==> config.mk <==
export PLATFORM = sky130hd
export DESIGN_NAME = aorc_output_routing
export DESIGN_NICKNAME = d
export VERILOG_FILES = /design/src/hdl/aorc_output_routing.v
export VERILOG_INCLUDE_DIRS = /design/src /design/src/pkg
export SDC_FILE = /design/constraint.sdc
export NUM_CORES = 1
export LEC_CHECK = 0
export ABC_AREA = 1
export ABC_CLOCK_PERIOD_IN_PS = 2800
export BUFFER_PORTS_ARGS = -buffer_cell sky130_fd_sc_hd__buf_2
export CAP_MARGIN = 20
export CORE_MARGIN = 10
export CORE_UTILIZATION = 56
export DETAILED_ROUTE_END_ITERATION = 6
export PLACE_DENSITY = 0.81
export SLEW_MARGIN = 20
export SYNTH_ARGS = -nofsm -noshare
export SYNTH_HDL_FRONTEND = slang
export SYNTH_SLANG_ARGS = --single-unit
==> constraint.sdc <==
create_clock -name sys_clk -period 2.8 [get_ports sys_clk]
set_input_delay 0.28 -clock sys_clk [delete_from_list [all_inputs] [get_ports sys_clk]]
set_output_delay 0.28 -clock sys_clk [all_outputs]
set_load 0.02 [all_outputs]
==> src/pkg/aorc_regs.vh <==
`ifndef AORC_REGS_VH
`define AORC_REGS_VH

// register indices on the serial control port (one byte subaddress)
`define AORC_ADDR_SUBCHAN       8'h21
`define AORC_ADDR_XBAR          8'h25
`define AORC_ADDR_GAINLIM       8'h46
`define AORC_ADDR_RATE          8'h4F

// reset images, reserved bits included at their fixed values
`define AORC_RST_SUBCHAN        32'h00004303
`define AORC_RST_XBAR           32'h01021345
`define AORC_RST_GAINLIM        32'h00020000
`define AORC_RST_RATE           32'h00000008

// fourth channel source select bit
`define AORC_SUBCHAN_BIT        8

// crossbar field low bits, pin A to pin D
`define AORC_XBAR_A_LO          20
`define AORC_XBAR_B_LO          16
`define AORC_XBAR_C_LO          12
`define AORC_XBAR_D_LO          8

// gain limiter band enables
`define AORC_GLIM_ONE_BIT       0
`define AORC_GLIM_TWO_BIT       1

// switching rate code field and legal codes
`define AORC_RATE_HI            3
`define AORC_RATE_MIN           4'h6
`define AORC_RATE_MAX           4'h9

// serial control port 7-bit address, low bit comes from a pin
`define AORC_SLAVE_BASE         6'h15

// width of the sample period measurement
`define AORC_PERIOD_W           16

`endif
==> src/hdl/aorc_output_routing.v <==
`include "aorc_regs.vh"

// What this block does
// - bit 8 picks fourth channel source
// - bits 21..20 route channel to pin A
// - bits 17..16 route channel to pin B
// - bits 13..12 route channel to pin C
// - bits 9..8 route channel to pin D
// - field value is channel number minus one
// - any channel to any pin, independently
// - reset routes pins to 1,3,2,4
// - bit 0 enables gain limit band one
// - bit 1 enables gain limit band two
// - switching rate is multiple of sample rate
// - codes 6..9 select multiple, eight default
module aorc_output_routing (
    input  wire       sys_clk,
    input  wire       rst,
    input  wire       sclIn,
    input  wire       sdaIn,
    output wire       sdaOut,
    output wire       sdaOe,
    input  wire       addrSelect,
    input  wire [3:0] pwmChan,
    input  wire       sampleRateTick,
    output wire [3:0] pwmPinOut,
    output wire       chanFourLeftPostBiquad,
    output wire       gainLimitBandOneEn,
    output wire       gainLimitBandTwoEn,
    output wire [3:0] switchingRateCode,
    output wire       pwmSwitchTick
);

    // serial port state codes, one-hot
    localparam [4:0] ST_IDLE = 5'h01;
    localparam [4:0] ST_ADDR = 5'h02;
    localparam [4:0] ST_SUB  = 5'h04;
    localparam [4:0] ST_WR   = 5'h08;
    localparam [4:0] ST_RD   = 5'h10;
    localparam [31:0] RST_SUB = `AORC_RST_SUBCHAN, RST_RATE = `AORC_RST_RATE;

    // pin synchronisers: stage 1, stage 2, and a history stage on clock and data
    reg        sclS1_q;            // first stage, read only by stage 2
    reg        sclS2_q;            // settled clock level
    reg        sclS3_q;            // previous settled level
    reg        sdaS1_q;            // first stage, read only by stage 2
    reg        sdaS2_q;            // settled data level
    reg        sdaS3_q;            // previous settled level
    reg        adrS1_q;            // address strap stage 1
    reg        adrS2_q;            // address strap stage 2

    // serial port engine
    reg  [4:0]  state_q;           // current transfer phase
    reg  [2:0]  bitCnt_q;          // bit within the byte
    reg  [1:0]  byteCnt_q;         // data byte within a write
    reg         byteEnd_q;         // eighth bit seen, ack slot next
    reg         ackPhase_q;        // inside the ninth clock
    reg  [7:0]  shift_q;           // received byte
    reg  [7:0]  subAddr_q;         // register index
    reg  [23:0] wordBuf_q;         // first three bytes of a write
    reg  [31:0] txWord_q;          // read word, msb goes first
    reg         sdaOe_q;           // pulls the data line low
    reg         wrStb_q;           // one-cycle write commit
    reg  [31:0] wrData_q;          // word to commit
    reg  [7:0]  wrAddr_q;          // index to commit to

    // configuration fields
    reg         subSel_q;          // fourth channel source
    reg  [7:0]  xbar_q;            // pin A..D selects, two bits each
    reg  [1:0]  glim_q;            // gain limit band enables
    reg  [3:0]  rate_q;            // switching multiple

    // outputs from flops
    reg  [3:0]  pinOut_q;          // routed pwm levels
    reg         swTick_q;          // switching rate pulse

    // switching rate generator
    reg  [`AORC_PERIOD_W-1:0] periodCnt_q;  // cycles since last fs tick
    reg  [`AORC_PERIOD_W-1:0] period_q;     // last measured fs period
    reg  [`AORC_PERIOD_W-1:0] acc_q;        // phase accumulator

    // edge detection uses settled stages only
    wire sclRise = sclS2_q & ~sclS3_q;
    wire sclFall = ~sclS2_q & sclS3_q;
    wire startCond = sclS2_q & sclS3_q & sdaS3_q & ~sdaS2_q;
    wire stopCond  = sclS2_q & sclS3_q & ~sdaS3_q & sdaS2_q;
    wire [6:0] myAddr = {`AORC_SLAVE_BASE, adrS2_q};

    // read image of a register: reserved bits at fixed values
    function [31:0] regRead;
        input [7:0] idx;
        begin
            case (idx)
                `AORC_ADDR_SUBCHAN: begin
                    regRead = `AORC_RST_SUBCHAN;
                    regRead[`AORC_SUBCHAN_BIT] = subSel_q;
                end
                `AORC_ADDR_XBAR: begin
                    regRead = `AORC_RST_XBAR;
                    regRead[`AORC_XBAR_A_LO+1:`AORC_XBAR_A_LO] = xbar_q[7:6];
                    regRead[`AORC_XBAR_B_LO+1:`AORC_XBAR_B_LO] = xbar_q[5:4];
                    regRead[`AORC_XBAR_C_LO+1:`AORC_XBAR_C_LO] = xbar_q[3:2];
                    regRead[`AORC_XBAR_D_LO+1:`AORC_XBAR_D_LO] = xbar_q[1:0];
                end
                `AORC_ADDR_GAINLIM: begin
                    regRead = `AORC_RST_GAINLIM;
                    regRead[`AORC_GLIM_TWO_BIT:`AORC_GLIM_ONE_BIT] = glim_q;
                end
                `AORC_ADDR_RATE: begin
                    regRead = `AORC_RST_RATE;
                    regRead[`AORC_RATE_HI:0] = rate_q;
                end
                default: begin
                    // unmapped index reads as zero
                    regRead = 32'h00000000;
                end
            endcase
        end
    endfunction

    // two-flop synchronisers for the serial clock, serial data and address strap pins
    always @(posedge sys_clk) begin
        if (rst) begin
            sclS1_q <= 1'b1;
            sclS2_q <= 1'b1;
            sclS3_q <= 1'b1;
            sdaS1_q <= 1'b1;
            sdaS2_q <= 1'b1;
            sdaS3_q <= 1'b1;
            adrS1_q <= 1'b0;
            adrS2_q <= 1'b0;
        end else begin
            sclS1_q <= sclIn;
            sclS2_q <= sclS1_q;
            sclS3_q <= sclS2_q;
            sdaS1_q <= sdaIn;
            sdaS2_q <= sdaS1_q;
            sdaS3_q <= sdaS2_q;
            adrS1_q <= addrSelect;
            adrS2_q <= adrS1_q;
        end
    end

    // serial port: sample on clock rise, change the data line on fall
    always @(posedge sys_clk) begin
        if (rst) begin
            state_q    <= ST_IDLE;
            bitCnt_q   <= 3'h0;
            byteCnt_q  <= 2'h0;
            byteEnd_q  <= 1'b0;
            ackPhase_q <= 1'b0;
            shift_q    <= 8'h00;
            subAddr_q  <= 8'h00;
            wordBuf_q  <= 24'h000000;
            txWord_q   <= 32'h00000000;
            sdaOe_q    <= 1'b0;
            wrStb_q    <= 1'b0;
            wrData_q   <= 32'h00000000;
            wrAddr_q   <= 8'h00;
        end else begin
            wrStb_q <= 1'b0;
            if (startCond) begin
                // start or repeated start: expect an address byte
                state_q    <= ST_ADDR;
                bitCnt_q   <= 3'h0;
                byteEnd_q  <= 1'b0;
                ackPhase_q <= 1'b0;
                sdaOe_q    <= 1'b0;
            end else if (stopCond) begin
                // stop ends any transfer, a partial write is dropped
                state_q    <= ST_IDLE;
                byteEnd_q  <= 1'b0;
                ackPhase_q <= 1'b0;
                sdaOe_q    <= 1'b0;
            end else if (sclRise && state_q != ST_IDLE) begin
                if (ackPhase_q) begin
                    // master nack after a read byte ends the read
                    if (state_q == ST_RD && sdaS2_q) begin
                        state_q <= ST_IDLE;
                    end
                end else begin
                    shift_q  <= {shift_q[6:0], sdaS2_q};
                    bitCnt_q <= bitCnt_q + 3'h1;
                    if (state_q == ST_RD) begin
                        txWord_q <= {txWord_q[30:0], 1'b0};
                    end
                    if (bitCnt_q == 3'h7) begin
                        byteEnd_q <= 1'b1;
                    end
                end
            end else if (sclFall && state_q != ST_IDLE) begin
                if (byteEnd_q) begin
                    // ninth clock: ack what we took, release on a read
                    byteEnd_q  <= 1'b0;
                    ackPhase_q <= 1'b1;
                    case (state_q)
                        ST_ADDR: begin
                            if (shift_q[7:1] == myAddr) begin
                                sdaOe_q <= 1'b1;
                                if (shift_q[0]) begin
                                    state_q  <= ST_RD;
                                    txWord_q <= regRead(subAddr_q);
                                end else begin
                                    state_q <= ST_SUB;
                                end
                            end else begin
                                // not us: stay off the bus until the next start
                                state_q <= ST_IDLE;
                            end
                        end
                        ST_SUB: begin
                            sdaOe_q   <= 1'b1;
                            subAddr_q <= shift_q;
                            byteCnt_q <= 2'h0;
                            state_q   <= ST_WR;
                        end
                        ST_WR: begin
                            // bytes arrive msb first; commit on the fourth
                            sdaOe_q   <= 1'b1;
                            wordBuf_q <= {wordBuf_q[15:0], shift_q};
                            byteCnt_q <= byteCnt_q + 2'h1;
                            if (byteCnt_q == 2'h3) begin
                                wrStb_q  <= 1'b1;
                                wrData_q <= {wordBuf_q, shift_q};
                                wrAddr_q <= subAddr_q;
                            end
                        end
                        ST_RD: begin
                            sdaOe_q <= 1'b0;
                        end
                        default: begin
                            sdaOe_q <= 1'b0;
                        end
                    endcase
                end else if (ackPhase_q) begin
                    // end of ack slot: read drives the next msb
                    ackPhase_q <= 1'b0;
                    sdaOe_q    <= (state_q == ST_RD) ? ~txWord_q[31] : 1'b0;
                end else if (state_q == ST_RD) begin
                    sdaOe_q <= ~txWord_q[31];
                end
            end
        end
    end

    // register file: only documented fields are stored
    always @(posedge sys_clk) begin
        if (rst) begin
            subSel_q <= RST_SUB[`AORC_SUBCHAN_BIT];
            xbar_q   <= {2'h0, 2'h2, 2'h1, 2'h3};
            glim_q   <= 2'h0;
            rate_q   <= RST_RATE[`AORC_RATE_HI:0];
        end else if (wrStb_q) begin
            case (wrAddr_q)
                `AORC_ADDR_SUBCHAN: begin
                    subSel_q <= wrData_q[`AORC_SUBCHAN_BIT];
                end
                `AORC_ADDR_XBAR: begin
                    // every field free to name any channel
                    xbar_q <= {wrData_q[`AORC_XBAR_A_LO+1:`AORC_XBAR_A_LO],
                               wrData_q[`AORC_XBAR_B_LO+1:`AORC_XBAR_B_LO],
                               wrData_q[`AORC_XBAR_C_LO+1:`AORC_XBAR_C_LO],
                               wrData_q[`AORC_XBAR_D_LO+1:`AORC_XBAR_D_LO]};
                end
                `AORC_ADDR_GAINLIM: begin
                    glim_q <= wrData_q[`AORC_GLIM_TWO_BIT:`AORC_GLIM_ONE_BIT];
                end
                `AORC_ADDR_RATE: begin
                    // reserved codes leave the multiple unchanged
                    if (wrData_q[`AORC_RATE_HI:0] >= `AORC_RATE_MIN &&
                        wrData_q[`AORC_RATE_HI:0] <= `AORC_RATE_MAX) begin
                        rate_q <= wrData_q[`AORC_RATE_HI:0];
                    end
                end
                default: begin
                    rate_q <= rate_q;   // other indices: write dropped
                end
            endcase
        end
    end

    // output crossbar, one registered mux per pin
    genvar gi;
    generate
        for (gi = 0; gi < 4; gi = gi + 1) begin : gPin
            // pin A uses xbar_q[7:6] down to pin D at xbar_q[1:0]
            always @(posedge sys_clk) begin
                if (rst) begin
                    pinOut_q[gi] <= 1'b0;
                end else begin
                    pinOut_q[gi] <= pwmChan[xbar_q[7-2*gi -: 2]];
                end
            end
        end
    endgenerate

    // switching rate: measure fs period, then a phase accumulator
    // stepping by the multiple emits that many pulses per period.
    // the multiple may be changed live, but the host is expected to
    // set it while the outputs are shut down
    always @(posedge sys_clk) begin
        if (rst) begin
            periodCnt_q <= {`AORC_PERIOD_W{1'b0}};
            period_q    <= {`AORC_PERIOD_W{1'b0}};
            acc_q       <= {`AORC_PERIOD_W{1'b0}};
            swTick_q    <= 1'b0;
        end else begin
            swTick_q <= 1'b0;
            if (sampleRateTick) begin
                // realign to each sample so error never accumulates
                period_q    <= periodCnt_q + 1'b1;
                periodCnt_q <= {`AORC_PERIOD_W{1'b0}};
                acc_q       <= {`AORC_PERIOD_W{1'b0}};
                swTick_q    <= (period_q != {`AORC_PERIOD_W{1'b0}});
            end else begin
                periodCnt_q <= periodCnt_q + 1'b1;
                if (period_q != {`AORC_PERIOD_W{1'b0}}) begin
                    if (acc_q + rate_q >= period_q) begin
                        acc_q    <= acc_q + rate_q - period_q;
                        swTick_q <= 1'b1;
                    end else begin
                        acc_q <= acc_q + rate_q;
                    end
                end
            end
        end
    end

    assign sdaOut                 = 1'b0;   // open drain: only pulls low
    assign sdaOe                  = sdaOe_q;
    assign pwmPinOut              = pinOut_q;
    assign chanFourLeftPostBiquad = subSel_q;
    assign gainLimitBandOneEn     = glim_q[0];
    assign gainLimitBandTwoEn     = glim_q[1];
    assign switchingRateCode      = rate_q;
    assign pwmSwitchTick          = swTick_q;

endmodule

# Word-level counts from Yosys, hierarchy flattened
# Index checks and enable logic that the tools add are counted.
[op_classes]
div_mod_pow = 0
muxes = 44
shift = 0
eq_ne = 24
bitwise_logic = 19
multipliers = 0
order_cmp = 7
reduce_logical = 37
n_addsub = 5
[op_table]
columns = ["cell", "count"]
rows = [
  ["$mux 32", 8],
  ["$pmux 25 s4", 1],
  ["$mux 5", 7],
  ["$eq 8x6->1 const B", 4],
  ["$eq 8x7->1 const B", 4],
  ["$mux 1", 18],
  ["$reduce_and 6->1", 3],
  ["$add 16x1->16 const B", 1],
  ["$add 16x4->16", 1],
  ["$ge 16x16->1", 1],
  ["$mux 16", 1],
  ["$reduce_bool 16->1", 1],
  ["$sub 16x16->16", 1],
  ["$lt 2x3->1 const B", 4],
  ["$not 1->1", 12],
  ["$reduce_bool 2->1", 6],
  ["$pmux 5 s2", 1],
  ["$reduce_and 5->1", 2],
  ["$reduce_and 3->1", 3],
  ["$reduce_and 9->1", 1],
  ["$bmux 1 s2", 4],
  ["$reduce_and 2->1", 4],
  ["$reduce_and 4->1", 2],
  ["$reduce_bool 4->1", 2],
  ["other kinds (28)", 44],
]
[totals]
rom_bits = 0
mem_count = 0
output_inout_bits = 14
ff_bits = 182
latchBits = 0
input_bits = 10
ram_bits = 0
elab_cells = 170

# Longest topological paths before layout
# Gate-level depths: netlist (run 1).
[logic_depth]
word_depth = 8
ltp_mapped = 21

# Worst setup path after synthesis (run 1)
# OpenSTA, ideal clock, no wires.
[synth_path]
kind = "flip-flop to flip-flop"
start = "register rate_q[0] (netlist: switchingRateCode[0])"
end = "register acc_q[7]"
t_required_ns = 2.668
t_arrival_ns = 2.904
stages_incl_launch_ff = 21
setup_slack_ns = -0.236
period_less_slack_ns = 3.036
path_cell_list = "dfxtp_1 > ha_1 > fa_1 > nand3_1 > nand2_1 > nand2_1 > inv_1 > nand2_1 > nand2_1 > nand2_1 > inv_1 > ha_1 > inv_1 > nor3_1 > and2_1 > nand2_1 > nand2_1 > buf_4 > nand3_1 > nand3_1 > a21oi_1"
[synth_between]
elab_chain_cells = 3
elab_cells_between_ends = 4
[synth_lines]
columns = ["element", "line_no", "source"]
rows = [
  ["start: declaration", "aorc_output_routing.v:71", "reg [3:0] rate_q;"],
  ["start signal: assignment", "aorc_output_routing.v:252", "rate_q <= RST_RATE[`AORC_RATE_HI:0];"],
  ["start signal: assignment", "aorc_output_routing.v:272", "rate_q <= wrData_q[`AORC_RATE_HI:0];"],
  ["start signal: assignment", "aorc_output_routing.v:276", "rate_q <= rate_q;"],
  ["$add 16x4->16 (*)", "aorc_output_routing.v:318, aorc_output_routing.v:319, aorc_output_routing.v:322", ""],
  ["$sub 16x16->16 or $ge 16x16->1 (tied branches)", "aorc_output_routing.v:319, aorc_output_routing.v:318", ""],
  ["$mux 16 (*)", "aorc_output_routing.v:318", "if (acc_q + rate_q >= period_q) begin"],
  ["end signal: assignment", "aorc_output_routing.v:313", "acc_q <= {`AORC_PERIOD_W{1'b0}};"],
  ["end signal: assignment", "aorc_output_routing.v:319", "acc_q <= acc_q + rate_q - period_q;"],
  ["end signal: assignment", "aorc_output_routing.v:322", "acc_q <= acc_q + rate_q;"],
  ["end: declaration", "aorc_output_routing.v:80", "reg [`AORC_PERIOD_W-1:0] acc_q;"],
]
# Every way passes the cells marked *; elsewhere a longest branch is shown, timed or not.
# A chain may end at the register's enable or synchronous reset.

# Worst setup path after layout (run 1)
# Same ends and word-level chain as after synthesis.

==> flow_results.xml, run 1 <==
<?xml version="1.0" encoding="UTF-8"?>
<metrics>
  <group name="run_status">
    <metric name="run_status" unit="">complete, but fails checks</metric>
    <metric name="violations_in_the_final_reports" unit="">design-rule violations, negative setup slack</metric>
  </group>
  <group name="floorplan">
    <metric name="rows" unit="">44</metric>
    <metric name="die_w" unit="um">142</metric>
    <metric name="start_util" unit="%">57.2</metric>
    <metric name="design.core.area" unit="sq um">14500</metric>
    <metric name="io-pin-count" unit="">24</metric>
    <metric name="fp.dieArea" unit="sq um">20100</metric>
    <metric name="die_outline_height" unit="um">142</metric>
  </group>
  <group name="layout">
    <metric name="finalNetCount" unit="">1313</metric>
    <metric name="finalNonFillerCells" unit="">1475</metric>
    <metric name="drive_above_1_share" unit="%">19.4</metric>
    <metric name="area_delta_synth_final" unit="%">22.1</metric>
    <metric name="filler_cell_count" unit="">1157</metric>
  </group>
  <group name="synth">
    <metric name="synth_top_flop_cell" unit="">dfxtp_1</metric>
    <metric name="synth_largest_type_area_fraction" unit="%">40.0</metric>
    <metric name="synth_area_per_cell" unit="sq um">6.90</metric>
    <metric name="synth_top_area_cell" unit="">dfxtp_1</metric>
    <metric name="syn-instance-count" unit="">1205</metric>
    <metric name="synth.yosys.warnings" unit="">0</metric>
    <metric name="netlist-cell-type-count" unit="">43</metric>
    <metric name="synth_sequential_area_ratio" unit="%">40.0</metric>
    <metric name="synth_edf_count" unit="">0</metric>
    <metric name="synthArstFlopShare" unit="%">0</metric>
    <metric name="postSynthRegisterBits" unit="">166</metric>
    <metric name="syn-cell-area" unit="sq um">8320</metric>
    <metric name="post_synth_main_area_contributors" unit="">dfxtp_1 40%, nand2_1 12%, inv_1 7.1%, a21oi_1 6.1%, nand3_1 5.8%</metric>
    <metric name="synth.net_count" unit="">1241</metric>
  </group>
  <group name="drt">
    <metric name="via_count" unit="">8297</metric>
    <metric name="drc" unit="">1</metric>
    <metric name="post_drt_antenna_nets" unit="">0</metric>
    <metric name="detail_route.first_pass.iterations" unit="">7</metric>
    <metric name="wl" unit="mm">23.3</metric>
    <metric name="drt_iter0_drc" unit="">868</metric>
    <metric name="avgRoutedWirePerCell" unit="um">15.8</metric>
    <metric name="via_per_inst" unit="">5.63</metric>
  </group>
  <group name="run">
    <metric name="max_cap_violations" unit="">0</metric>
  </group>
  <group name="global_route">
    <metric name="grt_max_degree" unit="">41</metric>
    <metric name="grt_remaining_overflow" unit="">0</metric>
    <metric name="gr-usage-all-layers" unit="%">21.9</metric>
    <metric name="grt_pass1_vias" unit="">7826</metric>
    <metric name="grt_antenna_before_repair" unit="">0</metric>
    <metric name="global_route_wire_length_before_repair" unit="mm">36.4</metric>
  </group>
  <group name="timing">
    <metric name="grt_setup_unrepaired" unit="">true</metric>
    <metric name="finalCriticalPeriod" unit="ps">3000</metric>
    <metric name="timing.final.crit_share" unit="%">107</metric>
    <metric name="timing_worst_slew_pin_value" unit="ps">996</metric>
    <metric name="timing.final.setup_violations" unit="">17</metric>
    <metric name="minimum_setup_slack_in_the_final_design" unit="ps">-200</metric>
    <metric name="timing.max_slew.rel_slack" unit="%">33.4</metric>
    <metric name="finClkSkew" unit="ps">7.48</metric>
    <metric name="maxSlewViolCount" unit="">0</metric>
    <metric name="timing.fmax" unit="GHz">0.333</metric>
    <metric name="finalHoldViolations" unit="">0</metric>
  </group>
  <group name="clock_network">
    <metric name="tritoncts" unit="">built</metric>
    <metric name="clk_transition_reported_paths" unit="ps">70</metric>
    <metric name="ctsHtreeMaxLevel" unit="">4</metric>
    <metric name="worst_skew_pair.late_latency" unit="ps">440</metric>
    <metric name="clockRootBuffer" unit="">clkbuf_16</metric>
    <metric name="cts.sinks" unit="">166</metric>
    <metric name="cts_buffers" unit="">17</metric>
    <metric name="cts.path.max_buffers" unit="">2</metric>
  </group>
  <group name="hold_path">
    <metric name="worst_hold_path_type" unit="">in -&gt; reg</metric>
    <metric name="worst_hold_startpoint" unit="">sclIn</metric>
    <metric name="min_delay_path_depth" unit="">2</metric>
    <metric name="min_delay_worst_endpoint" unit="">sclS1_q</metric>
  </group>
  <group name="critical_path">
    <metric name="timing.rr.start" unit="">switchingRateCode[0]</metric>
    <metric name="worstRegToRegCells" unit="">18</metric>
    <metric name="setup.worst_path.start_class" unit="">flop</metric>
    <metric name="critical_path_required" unit="ps">3130</metric>
    <metric name="regToRegEndpoint" unit="">acc_q[7]</metric>
    <metric name="cp_data_arrival_time" unit="ps">3340</metric>
    <metric name="worstSetupEndpointType" unit="">flop</metric>
    <metric name="setup.worst_path.class" unit="">reg -&gt; reg</metric>
    <metric name="critical_path.max_fanout" unit="">8</metric>
    <metric name="setup.reg_to_reg.worst_slack" unit="ps">-200</metric>
  </group>
  <group name="placed_design">
    <metric name="dp.final_hpwl" unit="mm">14.7</metric>
    <metric name="port_buffers" unit="">22</metric>
    <metric name="gpl.final_weighted_congestion" unit="">0.972</metric>
    <metric name="place_inst" unit="">1426</metric>
  </group>
  <group name="power_and_ir_drop">
    <metric name="worst_ir_drop_vdd" unit="mV">0.541</metric>
    <metric name="power_density" unit="nW/um^2">617</metric>
    <metric name="leakagePower" unit="nW">4.57</metric>
    <metric name="report.power.total" unit="W">0.00627</metric>
  </group>
</metrics>
state kept, by name (all words and copies together) (netlist names), 2 cells and up:
name,count
txWord_q,32
acc_q,16
periodCnt_q,16
period_q,16
wrData_q,12
shift_q,8
subAddr_q,8
wordBuf_q,8
wrAddr_q,8
xbar_q,8
state_q,5
pwmPinOut,4
switchingRateCode,4
bitCnt_q,3
byteCnt_q,2
glim_q,2
cells in the final DEF (no fill, tap or decap), types with 20 or more instances in the layout:
| cell | count |
|---|---|
| o21ai_0 | 77 |
| nand4_1 | 20 |
| dfxtp_1 | 158 |
| nand2_1 | 245 |
| nand3_1 | 80 |
| buf_4 | 64 |
| buf_2 | 22 |
| nor2_1 | 114 |
| inv_1 | 148 |
| nand2_2 | 24 |
| a21oi_1 | 93 |
stage by stage:
| stage | TNS (ps) | hold slack [ps] | worst slack (ps) | area (sq um) | util (%) |
|---|---|---|---|---|---|
| final | -1940 | 23.5 | -200 | 10200 | 69.9 |
| after global routing | -3690 | 22.5 | -291 | 10100 | 69.8 |
| after CTS | -1800 | 14.9 | -134 | 9940 | 68.4 |
| after detailed placement | -2770 | 400 | -224 | 8930 | 61.5 |
| after global placement | -673 | 392 | -84.7 | 8930 | 61.5 |
| after floorplan | 0 | 384 | 27.2 | 8370 | - |
repair_timing:
action | in CTS | in global routing
pin swaps | 28 | 47
setup endpoints to repair | 17 | 17
cloned | 2 | 1
gates resized for setup | 54 | 61
setup buffers | 12 | 8
hold buffers | 0 | 0
per-layer routing:
metal | wire length, um | up-vias | GRT usage, %
met5 | 0 | - | 0
met4 | 1030 | 0 | 9.47
met3 | 1450 | 87 | 4.57
met2 | 11800 | 347 | 38.8
met1 | 9000 | 3812 | 24.8
li1 | - | 4051 | -
synth_stat cells (12+ instances only):
cell type and n:
nor3_1 16, a21oi_1 102, xor2_1 21, nand3_1 97
nand2_1 274, nand4_1 20, inv_1 157, clkbuf_1 24
ha_1 24, o211ai_1 12, o21ai_0 78, dfxtp_1 166
o22ai_1 12, nor2_1 122
area by class of cell:
cell class	instances	area, sq um	area share [%]
multi-input cells	838	4680	46.1
flip-flops and latches	166	3330	32.8
repair buffers	92	658	6.48
inverters	162	611	6.01
clock buffers	18	429	4.23
well taps	184	230	2.27
clock inverters	14	205	2.02
diodes	1	2.50	0.0246
worst max path at each step:
stage | startpoint | endpoint | slack [ps]
final | switchingRateCode[0] | acc_q[7] | -200
after global routing | switchingRateCode[0] | acc_q[15] | -290
after CTS | acc_q[0] | acc_q[3] | -130
after detailed placement | acc_q[0] | pwmSwitchTick | -220
after global placement | switchingRateCode[0] | pwmSwitchTick | -80
after floorplan | switchingRateCode[0] | acc_q[3] | 30
logic make-up after synthesis:
family | count (synthesis) | share of synthesized area (%)
AO/OA/AOI/OAI | 219 | 14.2
XOR/XNOR | 26 | 2.74
adder cells (fa/ha/maj) | 26 | 4.09
buffers and inverters | 202 | 9.68
flip-flops | 166 | 40.0
other | 1 | 0.0451
AND/OR/NAND/NOR | 565 | 29.3
report_power, final:
part | switching, W | total (W) | internal [W]
Sequential | 0.0000295 | 0.00242 | 0.00239
Clock | 0.00109 | 0.00254 | 0.00145
Combinational | 0.000784 | 0.00131 | 0.000524
Total | 0.00190 | 0.00627 | 0.00437
worst max-delay path, cell delays in order, from the launching register on:
cell     delay (ps)
dfxtp_2         340
ha_4            160
fa_2            340
nand3_2          70
nand2_2          70
nand2_4         100
nor2_4           60
xor2_2          190
ha_1            340
nand2_2         120
inv_2            60
nand2_2          80
nand2_2          70
buf_6           130
a21oi_4         190
nand2_4         160
nand3_2         120
nand3_1          80
a21oi_1         200
(Power assumes the default switching activity.)
==> inputs of run 2 (changes only) <==
--- a/config.mk
+++ b/config.mk
@@ -6,7 +6,7 @@
 export SDC_FILE = /design/constraint.sdc
 export NUM_CORES = 1
 export LEC_CHECK = 0
-export ABC_AREA = 1
+export ABC_AREA = 0
 export ABC_CLOCK_PERIOD_IN_PS = 2800
 export BUFFER_PORTS_ARGS = -buffer_cell sky130_fd_sc_hd__buf_2
 export CAP_MARGIN = 20
==> run 2 against run 1 <==
Effect of this change:
- the run ends with negative setup slack left
- flip-flop and latch count unchanged
- register-to-register slack worse by 450 ps
- maximum frequency decreased by 13%
- non-clock buffer count up 56
- worst setup slack got worse by 450 ps
- routed wire length grew 0.80%
- clock-buffer cell count unchanged
- synthesized area about the same
- highest routed layer unchanged
- clock skew increased by 0.52 ps
- largest cell class unchanged
==> flow_results.xml, run 2 <==
<?xml version="1.0" encoding="UTF-8"?>
<metrics>
  <group name="placed_design">
    <metric name="port_buffers" unit="">22</metric>
    <metric name="gpl.final_weighted_congestion" unit="">0.981</metric>
    <metric name="dp.final_hpwl" unit="mm">15.3</metric>
    <metric name="dpl_worst_slack" unit="ps">-614</metric>
  </group>
  <group name="layout">
    <metric name="regMostFlops" unit="">txWord_q</metric>
    <metric name="final_util" unit="%">71.7</metric>
    <metric name="filler_cell_count" unit="">1051</metric>
    <metric name="area_delta_synth_final" unit="%">25.2</metric>
    <metric name="largest_register_ffs" unit="">32</metric>
    <metric name="layout.cells.most_common" unit="">dfxtp_1</metric>
    <metric name="layout_common_cells" unit="">161 x dfxtp_1, 126 x nor2_1, 115 x buf_4, 100 x nand2_1, 62 x a21oi_1</metric>
    <metric name="drive_above_1_share" unit="%">25.5</metric>
    <metric name="regArea" unit="sq um">3330</metric>
    <metric name="finalNetCount" unit="">1122</metric>
    <metric name="num_antenna_cells" unit="">0</metric>
    <metric name="combined_area_of_the_multi_input_logic_cells" unit="sq um">5030</metric>
  </group>
  <group name="hold_path">
    <metric name="min_delay_path_depth" unit="">2</metric>
    <metric name="worst_hold_path_type" unit="">in -&gt; reg</metric>
  </group>
  <group name="timing">
    <metric name="timing.final.setup_violations" unit="">17</metric>
    <metric name="finClkSkew" unit="ps">7.99</metric>
    <metric name="timing.final.crit_share" unit="%">123</metric>
    <metric name="finalHoldViolations" unit="">0</metric>
    <metric name="timing_worst_slew_pin_value" unit="ps">940</metric>
    <metric name="hold_ws" unit="ps">36.2</metric>
    <metric name="timing.fmax" unit="GHz">0.290</metric>
    <metric name="timing.max_slew.rel_slack" unit="%">37.3</metric>
    <metric name="timing.setup.tns" unit="ps">-9590</metric>
    <metric name="minimum_setup_slack_in_the_final_design" unit="ps">-652</metric>
    <metric name="maxSlewViolCount" unit="">0</metric>
    <metric name="grt_setup_unrepaired" unit="">true</metric>
    <metric name="finalCriticalPeriod" unit="ps">3450</metric>
  </group>
  <group name="critical_path">
    <metric name="critical_path.cell_chain" unit="">ha_4, fa_2, a21o_1, a21oi_4, buf_4, nor2_2, xor2_2, ha_4, and2_4, nor3_2, or3_4, a21oi_4, buf_6, o211ai_1, a21oi_1</metric>
    <metric name="cp_data_arrival_time" unit="ps">3790</metric>
    <metric name="worstSetupEndpointType" unit="">flop</metric>
    <metric name="critPathSlowestCell" unit="">or3_4</metric>
    <metric name="setup.worst_path.start_class" unit="">flop</metric>
    <metric name="timing.rr.start" unit="">switchingRateCode[0]</metric>
    <metric name="cpPeakStageDelay" unit="ps">430</metric>
    <metric name="critical_path_required" unit="ps">3140</metric>
    <metric name="timing.critical_path.to" unit="">acc_q[9]</metric>
    <metric name="regToRegEndpoint" unit="">acc_q[9]</metric>
    <metric name="setup.reg_to_reg.worst_slack" unit="ps">-650</metric>
    <metric name="setup.worst_path.start" unit="">switchingRateCode[0]</metric>
    <metric name="worst-path-buf-inv" unit="">2</metric>
    <metric name="worstSetupPathDepth" unit="">15</metric>
    <metric name="cell_family_contributing_the_most_delay_on_the_critical_path" unit="">compound AO/OA/AOI/OAI gates</metric>
    <metric name="worstRegToRegCells" unit="">15</metric>
    <metric name="critical_path.max_fanout" unit="">5</metric>
    <metric name="setup.worst_path.class" unit="">reg -&gt; reg</metric>
  </group>
  <group name="synth">
    <metric name="synthArstFlopShare" unit="%">0</metric>
    <metric name="dominant_cell_by_count_in_the_synthesized_netlist" unit="">dfxtp_1</metric>
    <metric name="netlist-cell-type-count" unit="">83</metric>
    <metric name="synth_edf_count" unit="">0</metric>
    <metric name="synth_top_flop_cell" unit="">dfxtp_1</metric>
    <metric name="syn-cell-area" unit="sq um">8320</metric>
    <metric name="synth.yosys.warnings" unit="">0</metric>
    <metric name="synth_area_per_cell" unit="sq um">8.48</metric>
    <metric name="synth_sequential_area_ratio" unit="%">39.9</metric>
    <metric name="post_synth_main_area_contributors" unit="">dfxtp_1 40%, nor2_1 5.8%, nand2_1 4.6%, a21oi_1 4.3%, ha_1 3.6%</metric>
    <metric name="postSynthRegisterBits" unit="">166</metric>
    <metric name="synth.top_cells.by_count" unit="">166 x dfxtp_1, 129 x nor2_1, 102 x nand2_1</metric>
    <metric name="syn-instance-count" unit="">982</metric>
    <metric name="synth_largest_type_area_fraction" unit="%">39.9</metric>
    <metric name="synth.net_count" unit="">1018</metric>
    <metric name="synth_top_area_cell" unit="">dfxtp_1</metric>
  </group>
  <group name="floorplan">
    <metric name="start_util" unit="%">57.3</metric>
    <metric name="die_w" unit="um">142</metric>
    <metric name="rows" unit="">44</metric>
    <metric name="die_outline_height" unit="um">142</metric>
    <metric name="design.core.area" unit="sq um">14500</metric>
    <metric name="io-pin-count" unit="">24</metric>
    <metric name="fp.dieArea" unit="sq um">20100</metric>
  </group>
  <group name="global_route">
    <metric name="gr-usage-all-layers" unit="%">22.3</metric>
    <metric name="grt_pass1_vias" unit="">7682</metric>
    <metric name="grt_remaining_overflow" unit="">0</metric>
    <metric name="global_route_wire_length_before_repair" unit="mm">37.2</metric>
    <metric name="grt_antenna_before_repair" unit="">0</metric>
    <metric name="grt_max_degree" unit="">60</metric>
  </group>
  <group name="power_and_ir_drop">
    <metric name="worst_ir_drop_vdd" unit="mV">1.13</metric>
    <metric name="power_density" unit="nW/um^2">1020</metric>
    <metric name="leakagePower" unit="nW">4.22</metric>
    <metric name="report.power.total" unit="W">0.0107</metric>
  </group>
  <group name="run_status">
    <metric name="run_status" unit="">complete, but fails checks</metric>
    <metric name="violations_in_the_final_reports" unit="">negative setup slack</metric>
  </group>
  <group name="drt">
    <metric name="drc" unit="">0</metric>
    <metric name="detail_route.first_pass.iterations" unit="">7</metric>
    <metric name="avgRoutedWirePerCell" unit="um">18.3</metric>
    <metric name="post_drt_antenna_nets" unit="">0</metric>
    <metric name="via_count" unit="">7971</metric>
    <metric name="via_per_inst" unit="">6.21</metric>
    <metric name="drt_iter0_drc" unit="">721</metric>
    <metric name="wl" unit="mm">23.5</metric>
  </group>
  <group name="clock_network">
    <metric name="clockRootBuffer" unit="">clkbuf_16</metric>
    <metric name="worst_skew_pair.late_latency" unit="ps">430</metric>
    <metric name="cts_buffers" unit="">17</metric>
    <metric name="cts.path.max_buffers" unit="">2</metric>
    <metric name="cts.hold.buffers_added" unit="">0</metric>
    <metric name="tritoncts" unit="">built</metric>
    <metric name="clk_transition_reported_paths" unit="ps">60</metric>
    <metric name="cts.sinks" unit="">166</metric>
    <metric name="ctsHtreeMaxLevel" unit="">4</metric>
  </group>
  <group name="run">
    <metric name="max_cap_violations" unit="">0</metric>
  </group>
</metrics>
==> run 2: changes by cell type after synthesis, moves of 9 or more <==
| cell | previous run | this run |
|---|---|---|
| nand2_1 | 274 | 102 |
| o21ai_0 | 78 | 33 |
| xnor2_1 | 5 | 18 |
| mux2i_1 | 0 | 29 |
| a211oi_1 | 1 | 24 |
| and3_1 | 1 | 10 |
| a31oi_1 | 2 | 15 |
| a22oi_1 | 0 | 20 |
| buf_2 | 5 | 18 |
| nor3_1 | 16 | 33 |
| clkbuf_1 | 24 | 33 |
| nand3_1 | 97 | 24 |
| a21oi_1 | 102 | 71 |
| inv_1 | 157 | 26 |
==> run 2: worst min path at each step <==
| stage | from | to | slack (ps) |
|---|---|---|---|
| after detailed placement | sclS1_q | sclS2_q | 390 |
| after floorplan | sclIn | sclS1_q | 380 |
| after global routing | sdaIn | sdaS1_q | 30 |
| after CTS | sdaIn | sdaS1_q | 30 |
| final | sdaIn | sdaS1_q | 40 |
| after global placement | sclS1_q | sclS2_q | 400 |
==> run 2: worst register-to-register path: stages (launching register included) <==
cell      delay, ps
dfxtp_4         350
ha_4            160
fa_2            350
a21o_1          220
a21oi_4         230
buf_4           170
nor2_2           40
xor2_2          160
ha_4            310
and2_4          150
nor3_2           50
or3_4           430
a21oi_4         190
buf_6           150
o211ai_1        150
a21oi_1         260
==> run 2: layout make-up <==
class,count,share of cell area [%]
clock buffer,18,4.12
clock inverter,14,1.81
inverter,27,0.973
multi-input combinational,726,48.2
sequential,166,32.0
tap,184,2.21
timing repair buffer,148,10.7
==> run 2: per-layer routing <==
| metal | wire, um | part of all wire [%] | global-route usage (%) | vias up |
|---|---|---|---|---|
| met5 | 0 | 0 | 0 | - |
| met4 | 1010 | 4.3 | 11.2 | 0 |
| met3 | 1630 | 7.0 | 4.87 | 104 |
| met2 | 11400 | 49 | 37.7 | 379 |
| met1 | 9430 | 40 | 26.0 | 3752 |
| li1 | - | - | - | 3736 |
==> run 2: kinds of logic after synthesis <==
logic type / count (synthesis) / synth area share (%)
compound gates: 235 / 19.1
xor+xnor: 39 / 4.10
fa+ha+maj: 26 / 4.09
buf+inv: 91 / 5.04
flops: 166 / 39.9
mux: 33 / 4.57
other cells: 1 / 0.0451
simple gates: 391 / 23.1
==> run 2: stage by stage <==
step / area, sq um / instances
2_1_floorplan: 8390 / 982
3_3_place_gp: 9230 / 1231
3_5_place_dp: 9230 / 1231
4_1_cts: 10000 / 1273
5_1_grt: 10400 / 1283
6_report: 10400 / 1283
==> run 2: repair_timing <==
item / in CTS / in global routing
setup endpoints to repair: 17 / 17
pin swaps: 29 / 31
cloned: 1 / 0
resized for setup: 27 / 58
setup buffers: 9 / 11
==> run 2: power by group <==
part	switching (W)	leakage (nW)	total, W	internal [W]
Sequential	0.000102	1.35	0.00259	0.00248
Clock	0.00102	0.305	0.00245	0.00143
Combinational	0.00295	2.57	0.00563	0.00268
Total	0.00407	4.22	0.0107	0.00660
